<file path="src/hdl/stb_pkg.sv">
/*
  Shared constants and types for the byte-wide STS-3/STM-1 telecom bus port.
  Assumes one system clock; the transmit bus clock is divided from it.
*/
package stb_pkg;

  ////////////////////////////////////////////////////////////////////////////
  // register offsets
  localparam logic [15:0] FRAME_SYNC_DELAY_ADDR = 16'h0135;
  localparam logic [15:0] PARITY_CTRL_ADDR      = 16'h0137;
  localparam logic [15:0] PORT_STATUS_ADDR      = 16'h0138;

  // reset values
  localparam logic [7:0]  FRAME_SYNC_DELAY_RST  = 8'h00;
  localparam logic [7:0]  PARITY_CTRL_RST       = 8'h00;

  // status field positions (write one to clear)
  localparam int          STAT_PARITY_ERR_BIT   = 0;
  localparam int          STAT_AIS_LSB          = 1;

  ////////////////////////////////////////////////////////////////////////////
  // frame layout, in byte times
  localparam int          FRAME_ROWS            = 9;
  localparam int          FRAME_COLS            = 270;
  localparam int          TOH_COLS              = 9;
  localparam int          A1_LAST_COL           = 2;
  localparam int          A2_LAST_COL           = 5;
  localparam int          C1_COL                = 6;
  localparam int          CHANNELS              = 3;
  localparam logic [7:0]  A1_PATTERN            = 8'hF6;
  localparam logic [7:0]  A2_PATTERN            = 8'h28;
  localparam logic [7:0]  FILL_BYTE             = 8'h00;

  ////////////////////////////////////////////////////////////////////////////
  // timing
  localparam int          SYS_PERIOD_PS         = 100000;
  localparam int          TXCLK_PERIOD_PS       = 51440;
  // half period of the bus clock, longest time so rounded down, at least one
  localparam int          TXCLK_HALF_CYCLES     = (TXCLK_PERIOD_PS / 2 / SYS_PERIOD_PS) < 1 ? 1 :
                                                  (TXCLK_PERIOD_PS / 2 / SYS_PERIOD_PS);

  ////////////////////////////////////////////////////////////////////////////
  // types
  typedef struct packed {
    logic [2:0] spare;
    logic       extAlign;
    logic       retimingBypassed;
    logic       parityWithCtl;
    logic       parityOdd;
    logic       busEnable;
  } stb_ctrl_type;

  typedef struct packed {
    logic       ais;
    logic [7:0] data;
  } stb_tx_word_type;

  typedef struct packed {
    logic [7:0] data;
    logic       payload;
    logic       marker;
    logic       parity;
    logic       alarm;
  } stb_rx_pins_type;

  typedef struct packed {
    logic       write;
    logic       read;
    logic [15:0] addr;
    logic [7:0] wrData;
  } stb_reg_req_type;

  typedef enum logic [1:0] {
    TX_OFF   = 2'b00,
    TX_RUN   = 2'b01,
    TX_ALIGN = 2'b11
  } stb_tx_state_type;

endpackage

</file>
<file path="src/hdl/stb_fifo.sv">
/*
  Synchronous FIFO with valid/ready on both sides; flags are registered.
  Assumes a single clock and a synchronous active-low reset.
*/
`timescale 1ns/10ps
module stb_fifo #(
  parameter int WIDTH = 9,
  parameter int DEPTH = 32
) (
  // clock and reset
  input  wire logic             clk_sys,
  input  wire logic             rst_n,
  // fill side
  input  wire logic             inValid,
  input  wire logic [WIDTH-1:0] inData,
  output logic                  inReady,
  // drain side
  output logic                  outValid,
  output logic [WIDTH-1:0]      outData,
  input  wire logic             outReady
);
  localparam int AW = $clog2(DEPTH);

  typedef struct packed {
    logic [AW-1:0] wrPtr;
    logic [AW-1:0] rdPtr;
    logic [AW:0]   count;
    logic          notFull;
    logic          notEmpty;
  } stb_fifo_state_type;

  stb_fifo_state_type state;
  stb_fifo_state_type next_state;
  logic [WIDTH-1:0]   mem [DEPTH];
  logic               push;
  logic               pop;

  ////////////////////////////////////////////////////////////////////////////
  assign push     = inValid & state.notFull;
  assign pop      = outReady & state.notEmpty;
  assign inReady  = state.notFull;
  assign outValid = state.notEmpty;
  assign outData  = mem[state.rdPtr];

  always_comb begin
    next_state = state;
    if (push) begin
      next_state.wrPtr = (state.wrPtr == AW'(DEPTH - 1)) ? '0 : state.wrPtr + 1'b1;
    end
    if (pop) begin
      next_state.rdPtr = (state.rdPtr == AW'(DEPTH - 1)) ? '0 : state.rdPtr + 1'b1;
    end
    next_state.count    = state.count + (AW+1)'(push) - (AW+1)'(pop);
    next_state.notFull  = next_state.count != (AW+1)'(DEPTH);
    next_state.notEmpty = next_state.count != '0;
  end

  always_ff @(posedge clk_sys) begin
    if (!rst_n) begin
      state          <= '0;
      state.notFull  <= 1'b1;
    end else begin
      state <= next_state;
    end
    if (push) begin
      mem[state.wrPtr] <= inData;
    end
  end

endmodule

</file>
<file path="src/hdl/stb_bus_port.sv">
/*
  Telecom bus port: transmit framer driving the byte bus with payload
  indicator, phase marker, path alarm flag and parity, plus the receive
  sampler with parity check and per-channel path alarm declaration.
  Assumes clk_sys at 10 MHz, far-end logic on the pins, a simple register
  port from the local processor, and a payload source behind the FIFO.
*/
// Summary of operation
// - transmit alarm flag high exactly on bytes of channels carrying path AIS
// - transmit alarm flag only active when bus enabled and retiming bypassed
// - transmit parity even or odd, over data or data plus indicator and marker
// - with external alignment on, a sync rising edge starts a new frame
// - sync input held low means free-running frames
// - frame start delayed by the frame-sync delay register after the sync edge
// - transmit payload indicator low on overhead bytes, high on payload bytes
// - enabled bus sends one byte per bus clock, changing on its rising edge
// - receive inputs sampled on falling edge of external receive bus clock
// - receive side checks configured parity on every byte while the bus is enabled
// - receive alarm pulse declares path AIS for that channel
// - transmit bus clock generated internally, outputs update on its rising edge
// - phase marker pulses on C1 with indicator low and J1 with indicator high
`timescale 1ns/10ps
module stb_bus_port
  import stb_pkg::*;
#(
  parameter int FIFO_DEPTH = 32,
  parameter int J1_ROW     = 0,
  parameter int J1_COL     = 9
) (
  // clock and reset
  input  wire logic                     clk_sys,
  input  wire logic                     rst_n,
  // register port
  input  wire stb_pkg::stb_reg_req_type regReq,
  output logic [7:0]                    regRdData,
  // transmit payload source
  input  wire logic                     txInValid,
  input  wire stb_pkg::stb_tx_word_type txInWord,
  output logic                          txInReady,
  // transmit bus pins
  output logic                          tx_bus_clock,
  output logic [7:0]                    tx_bus_byte,
  output logic                          tx_payload_ind,
  output logic                          tx_phase_marker,
  output logic                          tx_path_ais_flag,
  output logic                          tx_parity_out,
  input  wire logic                     tx_frame_sync_in,
  // receive bus pins
  input  wire logic                     rx_bus_clock,
  input  wire stb_pkg::stb_rx_pins_type rx_bus_pins,
  // status
  output logic                          rxParityErr,
  output logic [CHANNELS-1:0]           rxPathAis
);

  localparam int DIV_W = $clog2(TXCLK_HALF_CYCLES + 1);

  typedef struct packed {
    stb_ctrl_type        ctrl;
    logic [7:0]          syncDelay;
    logic [7:0]          rdData;
    logic                parityErr;
    logic [CHANNELS-1:0] pathAis;
    stb_tx_state_type    txState;
    logic [7:0]          alignCnt;
    logic [DIV_W-1:0]    divCnt;
    logic                txClk;
    logic [8:0]          col;
    logic [3:0]          row;
    logic [7:0]          txByte;
    logic                txPl;
    logic                txMarker;
    logic                txAis;
    logic                txParity;
    logic [2:0]          syncSync;
    logic [2:0]          rxClkSync;
    stb_rx_pins_type     rxPinsMeta;
    stb_rx_pins_type     rxPins;
    logic [1:0]          rxChan;
  } stb_port_state_type;

  stb_port_state_type state;
  stb_port_state_type next_state;
  logic               fifoValid;
  stb_tx_word_type    fifoWord;
  logic               fifoPop;
  logic               fifoReady;

  ////////////////////////////////////////////////////////////////////////////
  // parity over data, optionally with indicator and marker
  function automatic logic calcParity(input logic [7:0] data, input logic pl, input logic mk,
                                      input stb_ctrl_type ctrl);
    logic ones;
    ones = ^data;
    if (ctrl.parityWithCtl) begin
      ones = ones ^ pl ^ mk;
    end
    return ones ^ ctrl.parityOdd;
  endfunction

  // next frame position, wrapping at the end of the frame
  function automatic logic [12:0] stepPos(input logic [8:0] col, input logic [3:0] row);
    logic [8:0] nCol;
    logic [3:0] nRow;
    nCol = col + 9'd1;
    nRow = row;
    if (col == 9'(FRAME_COLS - 1)) begin
      nCol = '0;
      nRow = (row == 4'(FRAME_ROWS - 1)) ? 4'd0 : row + 4'd1;
    end
    return {nRow, nCol};
  endfunction

  ////////////////////////////////////////////////////////////////////////////
  // payload buffer; the framer drains it only on payload byte times
  stb_fifo #(
    .WIDTH ($bits(stb_tx_word_type)),
    .DEPTH (FIFO_DEPTH)
  ) u_fifo (
    .clk_sys  (clk_sys),
    .rst_n    (rst_n),
    .inValid  (txInValid),
    .inData   (txInWord),
    .inReady  (fifoReady),
    .outValid (fifoValid),
    .outData  (fifoWord),
    .outReady (fifoPop)
  );

  ////////////////////////////////////////////////////////////////////////////
  logic        byteStep;
  logic        syncRise;
  logic        rxFall;
  logic [12:0] pos;
  logic        isPayload;
  logic        rxParityExp;
  logic        busOn;
  logic        txLive;

  always_comb begin
    next_state = state;
    busOn      = state.ctrl.busEnable;
    // the enabling step sends fill, so column 0 of the first frame goes out once
    txLive     = busOn && (state.txState != TX_OFF);
    byteStep   = 1'b0;
    pos        = stepPos(state.col, state.row);
    isPayload  = 1'b0;
    fifoPop    = 1'b0;

    // register port; status clear loses to a same-cycle set below
    next_state.rdData = '0;
    if (regReq.read) begin
      unique case (regReq.addr)
        FRAME_SYNC_DELAY_ADDR: next_state.rdData = state.syncDelay;
        PARITY_CTRL_ADDR:      next_state.rdData = state.ctrl;
        PORT_STATUS_ADDR:      next_state.rdData = 8'({state.pathAis, state.parityErr});
        default:               next_state.rdData = '0;
      endcase
    end
    if (regReq.write) begin
      unique case (regReq.addr)
        FRAME_SYNC_DELAY_ADDR: next_state.syncDelay = regReq.wrData;
        PARITY_CTRL_ADDR:      next_state.ctrl      = regReq.wrData;
        PORT_STATUS_ADDR: begin
          if (regReq.wrData[STAT_PARITY_ERR_BIT]) begin
            next_state.parityErr = 1'b0;
          end
          next_state.pathAis = state.pathAis & ~regReq.wrData[STAT_AIS_LSB +: CHANNELS];
        end
        default: ;
      endcase
    end

    //////////////////////////////////////////////////////////////////////////
    // transmit bus clock divided from the system clock
    next_state.divCnt = state.divCnt + 1'b1;
    if (state.divCnt == DIV_W'(TXCLK_HALF_CYCLES - 1)) begin
      next_state.divCnt = '0;
      next_state.txClk  = ~state.txClk;
      byteStep          = ~state.txClk;
    end

    // frame sync edge; the pin passes two flops before the edge is taken
    next_state.syncSync = {state.syncSync[1:0], tx_frame_sync_in};
    syncRise = state.syncSync[1] & ~state.syncSync[2];

    unique case (state.txState)
      TX_OFF: begin
        if (busOn) begin
          next_state.txState = TX_RUN;
          next_state.col     = '0;
          next_state.row     = '0;
        end
      end
      TX_RUN: begin
        if (byteStep) begin
          {next_state.row, next_state.col} = pos;
        end
        if (syncRise && state.ctrl.extAlign) begin
          next_state.txState  = TX_ALIGN;
          next_state.alignCnt = state.syncDelay;
        end
      end
      TX_ALIGN: begin
        if (byteStep) begin
          {next_state.row, next_state.col} = pos;
          if (state.alignCnt == '0) begin
            next_state.row     = '0;
            next_state.col     = '0;
            next_state.txState = TX_RUN;
          end else begin
            next_state.alignCnt = state.alignCnt - 8'd1;
          end
        end
      end
      default: next_state.txState = TX_OFF;
    endcase
    if (!busOn) begin
      next_state.txState = TX_OFF;
    end

    // byte presented at this rising edge of the bus clock
    if (byteStep) begin
      isPayload           = state.col >= 9'(TOH_COLS);
      next_state.txPl     = txLive & isPayload;
      next_state.txMarker = txLive & (isPayload ? (state.row == 4'(J1_ROW) && state.col == 9'(J1_COL))
                                               : (state.row == 4'd0 && state.col == 9'(C1_COL)));
      next_state.txAis    = 1'b0;
      if (!txLive) begin
        next_state.txByte = FILL_BYTE;
      end else if (isPayload) begin
        fifoPop           = fifoValid;
        next_state.txByte = fifoValid ? fifoWord.data : FILL_BYTE;
        next_state.txAis  = fifoValid & fifoWord.ais & state.ctrl.retimingBypassed;
      end else if (state.row == 4'd0 && state.col <= 9'(A1_LAST_COL)) begin
        next_state.txByte = A1_PATTERN;
      end else if (state.row == 4'd0 && state.col <= 9'(A2_LAST_COL)) begin
        next_state.txByte = A2_PATTERN;
      end else begin
        next_state.txByte = FILL_BYTE;
      end
      next_state.txParity = calcParity(next_state.txByte, next_state.txPl,
                                       next_state.txMarker, state.ctrl);
    end

    //////////////////////////////////////////////////////////////////////////
    // receive side: clock and pins through two flops, act on the falling edge
    next_state.rxClkSync  = {state.rxClkSync[1:0], rx_bus_clock};
    next_state.rxPinsMeta = rx_bus_pins;
    next_state.rxPins     = state.rxPinsMeta;
    rxFall      = state.rxClkSync[2] & ~state.rxClkSync[1];
    rxParityExp = calcParity(state.rxPins.data, state.rxPins.payload,
                             state.rxPins.marker, state.ctrl);
    if (rxFall && busOn) begin
      if (state.rxPins.marker && !state.rxPins.payload) begin
        next_state.rxChan = 2'd1;
      end else begin
        next_state.rxChan = (state.rxChan == 2'(CHANNELS - 1)) ? 2'd0 : state.rxChan + 2'd1;
      end
      if (rxParityExp != state.rxPins.parity) begin
        next_state.parityErr = 1'b1;
      end
      if (state.rxPins.alarm) begin
        next_state.pathAis[state.rxPins.marker && !state.rxPins.payload ? 2'd0 : state.rxChan] = 1'b1;
      end
    end
  end

  ////////////////////////////////////////////////////////////////////////////
  always_ff @(posedge clk_sys) begin
    if (!rst_n) begin
      state           <= '0;
      state.ctrl      <= PARITY_CTRL_RST;
      state.syncDelay <= FRAME_SYNC_DELAY_RST;
      state.txState   <= TX_OFF;
    end else begin
      state <= next_state;
    end
  end

  // fifo ready is the fifo's own registered flag
  assign txInReady        = fifoReady;
  assign regRdData        = state.rdData;
  assign tx_bus_clock     = state.txClk;
  assign tx_bus_byte      = state.txByte;
  assign tx_payload_ind   = state.txPl;
  assign tx_phase_marker  = state.txMarker;
  assign tx_path_ais_flag = state.txAis;
  assign tx_parity_out    = state.txParity;
  assign rxParityErr      = state.parityErr;
  assign rxPathAis        = state.pathAis;

endmodule

</file>
<file path="config.mk">
export PLATFORM = sky130hd
export DESIGN_NAME = stb_bus_port
export DESIGN_NICKNAME = d
export VERILOG_FILES = /design/src/hdl/stb_pkg.sv /design/src/hdl/stb_fifo.sv /design/src/hdl/stb_bus_port.sv
export SDC_FILE = /design/constraint.sdc
export NUM_CORES = 1
export LEC_CHECK = 0
export BUFFER_PORTS_ARGS = -buffer_cell sky130_fd_sc_hd__buf_2
export CELL_PAD_IN_SITES_DETAIL_PLACEMENT = 0
export CELL_PAD_IN_SITES_GLOBAL_PLACEMENT = 1
export CORE_MARGIN = 1
export CORE_UTILIZATION = 44
export CTS_BUF_LIST = sky130_fd_sc_hd__clkbuf_8
export DETAILED_ROUTE_END_ITERATION = 10
export PLACE_DENSITY_LB_ADDON = 0.08
export SLEW_MARGIN = 20
export SYNTH_ARGS = -nofsm -noshare
export SYNTH_HDL_FRONTEND = slang
export SYNTH_HIERARCHICAL = 1
export SYNTH_SLANG_ARGS = --single-unit
export TNS_END_PERCENT = 100
</file>
<file path="constraint.sdc">
create_clock -name clk_sys -period 3.6 [get_ports clk_sys]
set_input_delay 0.18 -clock clk_sys [delete_from_list [all_inputs] [get_ports clk_sys]]
set_output_delay 0.18 -clock clk_sys [all_outputs]
set_load 0.01 [all_outputs]
</file>
== After elaboration in Yosys (flattened, before gate mapping) ==
Memories as Yosys holds them, arrays and structs flattened. A register that Yosys moved wholly into a read port is not among the register bits.
Cells that the tools add are included.
Storage, ports and cells
  bits in registers: 115
  RAM bits: 288
  input bits: 52
  output and inout bits: 26
  logic and storage cells: 169
  memories kept: 1
Memories
  u_fifo.mem: words 32, bits a word 9, rd ports 1, clocked after Yosys merged registers in 1, wr ports 1, line stb_fifo.sv:34  | logic [WIDTH-1:0] mem [DEPTH];
Operators by class
  add/subtract/negate cells: 9
  order comparisons: 5
  equality and inequality tests: 20
  mux-type cells: 48
  bitwise gates (word level): 20
  reduce and logical (&&, ||, !) cells: 27
Operators by type and width (number)
  $mux W13: 4
  $eq A16 B9 Y1 const B: 3
  $mux W8: 6
  $pmux W13 S3: 1
  $pmux W8 S3: 1
  $mux W10: 2
  $mux W4: 5
  $mux W5: 4
  $pmux W8 S2: 1
  $reduce_xor A8 Y1: 2
  $mux W1: 15
  $ne A2 B2 Y1 const B: 6
  $add A5 B1 Y5 const B: 2
  $eq A5 B5 Y1 const B: 2
  $reduce_and A2 Y1: 5
  $add A9 B1 Y9 const B: 1
  $eq A9 B3 Y1 const B: 1
  $eq A9 B4 Y1 const B: 1
  $eq A9 B9 Y1 const B: 1
  $ge A9 B4 Y1 const B: 1
  $le A9 B2 Y1 const B: 1
  $le A9 B3 Y1 const B: 1
  $logic_and A1 B1 Y1: 9
  $mux W9: 1
  33 further kinds: 53

== Longest topological paths before layout ==
  word-level depth: 13
  gate-level depth with buffers: 16
  depth with buffers taken out: 16

== Modules after synthesis ==
Netlist, hierarchy kept.
By module, submodules not included
  stb_fifo: instances 1, cells each 700, area an instance 12373.1 µm², seq. area each 9108.7 µm²
  stb_bus_port: instances 1, cells each 501, area an instance 4493.1 µm², seq. area each 1941.9 µm²

== Least setup slack after synthesis ==
OpenSTA, ideal clock, no wires.
  kind: reg2reg
  from: register state[49] in the netlist's numbering
  to: register u_fifo.state, in the netlist u_fifo/inReady
  library setup time: 0.136 ns
  arrival time: 3.187 ns
  data required time: 3.464 ns
  path slack: 0.276 ns
  cell stages (with the launch flop): 17
  path buffers: 0
  clock period less this slack: 3.324 ns
  cells stage by stage: dfxtp_1 > inv_1 > ha_1 > o41ai_4 > a311oi_2 > and2_1 > nand2_1 > nand2_1 > nand2_1 > ha_1 > inv_1 > fa_1 > nand2b_1 > a21oi_1 > xor2_1 > nor4_1 > nand2_1
On the way
  longest elaborated chain between the ends: 7
RTL lines
  start: declaration: line stb_bus_port.sv:82  | stb_port_state_type state;
  start signal: assignment: line stb_bus_port.sv:277  | state <= next_state;
  $ge A9 B4 Y1: line stb_bus_port.sv:224  | isPayload = state.col >= 9'(TOH_COLS);
  $mux W1: line stb_bus_port.sv:231  | end else if (isPayload) begin
  $mux W1: line stb_bus_port.sv:229  | if (!txLive) begin
  $mux W1: line stb_bus_port.sv:223  | if (byteStep) begin
  named net fifoPop: line stb_bus_port.sv:86  | logic fifoPop;
  $and A1 B1 Y1: line stb_fifo.sv:40  | assign pop = outReady & state.notEmpty;
  $sub A6 B1 Y6: line stb_fifo.sv:53  | next_state.count = state.count + (AW+1)'(push) - (AW+1)'(pop);
  $ne A6 B6 Y1: line stb_fifo.sv:54  | next_state.notFull = next_state.count != (AW+1)'(DEPTH);
  end signal: assignment: line stb_fifo.sv:63  | state <= next_state;
  end: declaration: line stb_fifo.sv:32  | stb_fifo_state_type state;
The timed path passes the listed nets, and every way through them passes these cells.
A chain may end at the register's enable or synchronous reset.

== Worst setup path in the final report ==
  from: register state[51] in the netlist's numbering
  to: register u_fifo.state, in the netlist u_fifo/inReady
Same word-level chain as after synthesis.

==> out/metrics.cfg <==
[worst_setup_path]
worstReg2RegEnd=u_fifo/inReady
crit_start=state[51]
end_kind=flop
critPathKind=reg2reg
regToRegSetupSlack_ps=300
start_kind=flop
cp_data_required_time_ps=4070
r2r_cells=13
worstPathMaxFanout=9
timing.rr.start=state[51]
critical_path_arrival_ps=3780

[drt]
drtPass1Iterations=5
wl_per_cell_um=20.82
vias_per_cell=5.378
vias=10360
routed.top_layer=met4
drc=0
route.met2.wl_mm=18.44
drt-met1-wl_mm=19.23
antenna_left=0
wirelength_mm=40.12
drt-initial-drc-count=678
wl_met3_mm=1.781

[global_routing]
grt_pass1_wl_mm=60.97
grt_usage_pct=20.95
grt.overflow.total=0
grt_max_degree=50
antenna_found_initial=0
first_global_vias=10280

[synthesis]
yosysTopAreaCellShare_pct=51.28
yosysMostFrequentCell=edfxtp_1
synth_edf_count=288
yosys-top-cells-area=edfxtp_1 (51%), dfxtp_1 (14%), mux4_2 (4.5%), mux2i_1 (4.3%), a22oi_1 (1.7%)
yosysSeqAreaShare_pct=65.52
synth_cells=1201
ys_seq_elements=408
synthFlopType=edfxtp_1
ys_types=78
syn_area_um2=16870
syn-num-nets=1272
ys_warn_count=6
ys_top_cells_by_count=edfxtp_1 (288), dfxtp_1 (120), mux2i_1 (72), nor2_1 (72), nand2_1 (71)
synth_async_sr_flop_share_pct=0
yosys.area.top_type=edfxtp_1
avgSynthCellArea_um2=14.04

[floorplan]
dieArea_um2=39120
fp.dieH_um=197.8
io_pins=78
core-area_um2=37670
rows=71
start_util_pct=44.78
die_x_um=197.8

[pwr]
leakage_nw=6.583
peakVddDrop_v=0.0004599
p_seq_share_pct=52.6
power_frac_clock_pct=40.7
internal-power_mw=7.541
swShare_pct=23.30
p_total_mw=9.832
p_sw_mw=2.291
power.density_nw_per_um2=501.8
power_frac_comb_pct=6.7

[flow_run]
maxCapViolations=0

[hold_path]
holdPathStages=1
min_from=txInWord[4]
hp-class=in2reg
min_to=u_fifo/mem[11][4]

[clocking]
cts_setup_buffers=0
numCtsBuffers=70
clk_pin_slew_ps=60
holdBufCountCts=40
clk_latency_ps=610
ctsRootBufferMaster=clkbuf_8
cts_tree=built
clock-sinks=408
ctsResizeCount=0
htreeDepth=3
cts.path.max_buffers=3

[cells_and_area]
drive_above_1_share_pct=19.15
instances_no_fill=1927
fin_util_pct=52.02
nFillCells=3256
nets=1432
area_growth_pct=16.16
final_cell_area_um2=19590

[timing]
slew_violations=0
period_share_pct=91.76
max_slew_margin_pct=29.74
fin_worst_skew_ps=21.02
fmax_mhz=302.7
finalSetupViolations=0
post-route-min-period_ps=3303
worst_pin_slew_ps=1050
rsz0062_at_grt=false
final_hold_viol_count=0
finalSetupTns_ps=0

[outcome]
status=finished, final reports clean

[place]
dp_hpwl_mm=26.15
place_area_um2=17850
placedCellCount=1760
io_buffer_count=77
gp_congestion=0.8024

-- final cells by class --
cell class / count / area (um^2) / share of cell area [%]
inverter: 20 / 75.07 / 0.3832
clock buffer: 76 / 1046 / 5.339
timing repair buffer: 165 / 1209 / 6.169
clock inverter: 50 / 289.0 / 1.475
multi-input combinational: 696 / 5276 / 26.93
antenna: 1 / 2.502 / 0.01277
tap: 511 / 639.4 / 3.263
sequential: 408 / 11060 / 56.43
-- sequential cells by signal, indices dropped and copies added, names as in the netlist, 3 cells and up, named ones only --
signal and cells:
next_state 16, regRdData 8, rxPathAis 3, state 55, tx_bus_byte 8, u_fifo/mem 288
u_fifo/state 16
-- worst max-delay path, cell delays in order, from the launching register on --
cell and delay [ps]:
dfxtp_1 560, o41ai_4 180, a311oi_2 310, and2_1 340, nand3_1 180, nand2_1 90
ha_1 170, inv_1 50, fa_1 390, nand2b_1 160, a21oi_1 160, xor2_1 100
nor4_1 380, nand2_1 100
-- stage by stage --
stage          worst slack [ps]  hold WS, ps
3_3_place_gp              219.4        388.5
4_1_cts                   198.1        78.74
6_report                  296.7        106.3
5_1_grt                  0.4006        103.7
3_5_place_dp              214.8        389.9
2_1_floorplan             276.4        278.9
-- logic make-up (layout without fill, tap and decap cells) --
| family | count (synthesis) | in the layout | share of synthesized area [%] |
|---|---|---|---|
| flip-flops | 408 | 408 | 65.52 |
| XOR/XNOR | 25 | 25 | 1.298 |
| other | 1 | 2 | 0.02223 |
| adder cells (fa/ha/maj) | 19 | 19 | 1.454 |
| multiplexers | 108 | 108 | 9.125 |
| AND/OR/NAND/NOR | 350 | 350 | 11.13 |
| buffers and inverters | 97 | 311 | 3.197 |
| AO/OA/AOI/OAI | 193 | 193 | 8.257 |
-- per-layer routing --
| metal | vias up | GRT usage (%) |
|---|---|---|
| li1 | 4876 | - |
| met1 | 5225 | 30.56 |
| met2 | 214 | 32.00 |
| met3 | 49 | 3.747 |
| met4 | 0 | 6.029 |
| met5 | - | 0 |
-- worst max path at each step --
stage	to	slack, ps	cells past startpoint
floorplan	u_fifo/inReady	280	16
global placement	tx_parity_out	220	12
detailed placement	tx_parity_out	210	12
CTS	tx_parity_out	200	12
global route	tx_parity_out	0.4	12
finish	u_fifo/inReady	300	13
-- power by group through the flow --
stage	Sequential, mW	Clock [mW]	Combinational, mW
after floorplan	5.26	0	0.386
after global placement	5.27	0	0.631
after detailed placement	5.27	0	0.638
after CTS	5.17	4.10	0.669
after global routing	5.18	4.31	0.734
final	5.17	4.00	0.662
-- cell usage in the layout, fill, tap and decap left out, drive strengths merged, types with 15 or more instances in the layout --
cell / instances
and2: 44
a21boi: 17
buf: 125
o21ai: 18
nor2: 73
a31oi: 15
nand3: 35
a22oi: 39
clkinv: 17
nand2: 72
xnor2: 16
clkbuf: 76
inv: 47
nor2b: 36
ha: 18
mux2i: 72
dfxtp: 120
mux4: 36
dlygate4sd3: 40
edfxtp: 288
nor3: 20
a21oi: 43
(Power assumes the default switching activity.)
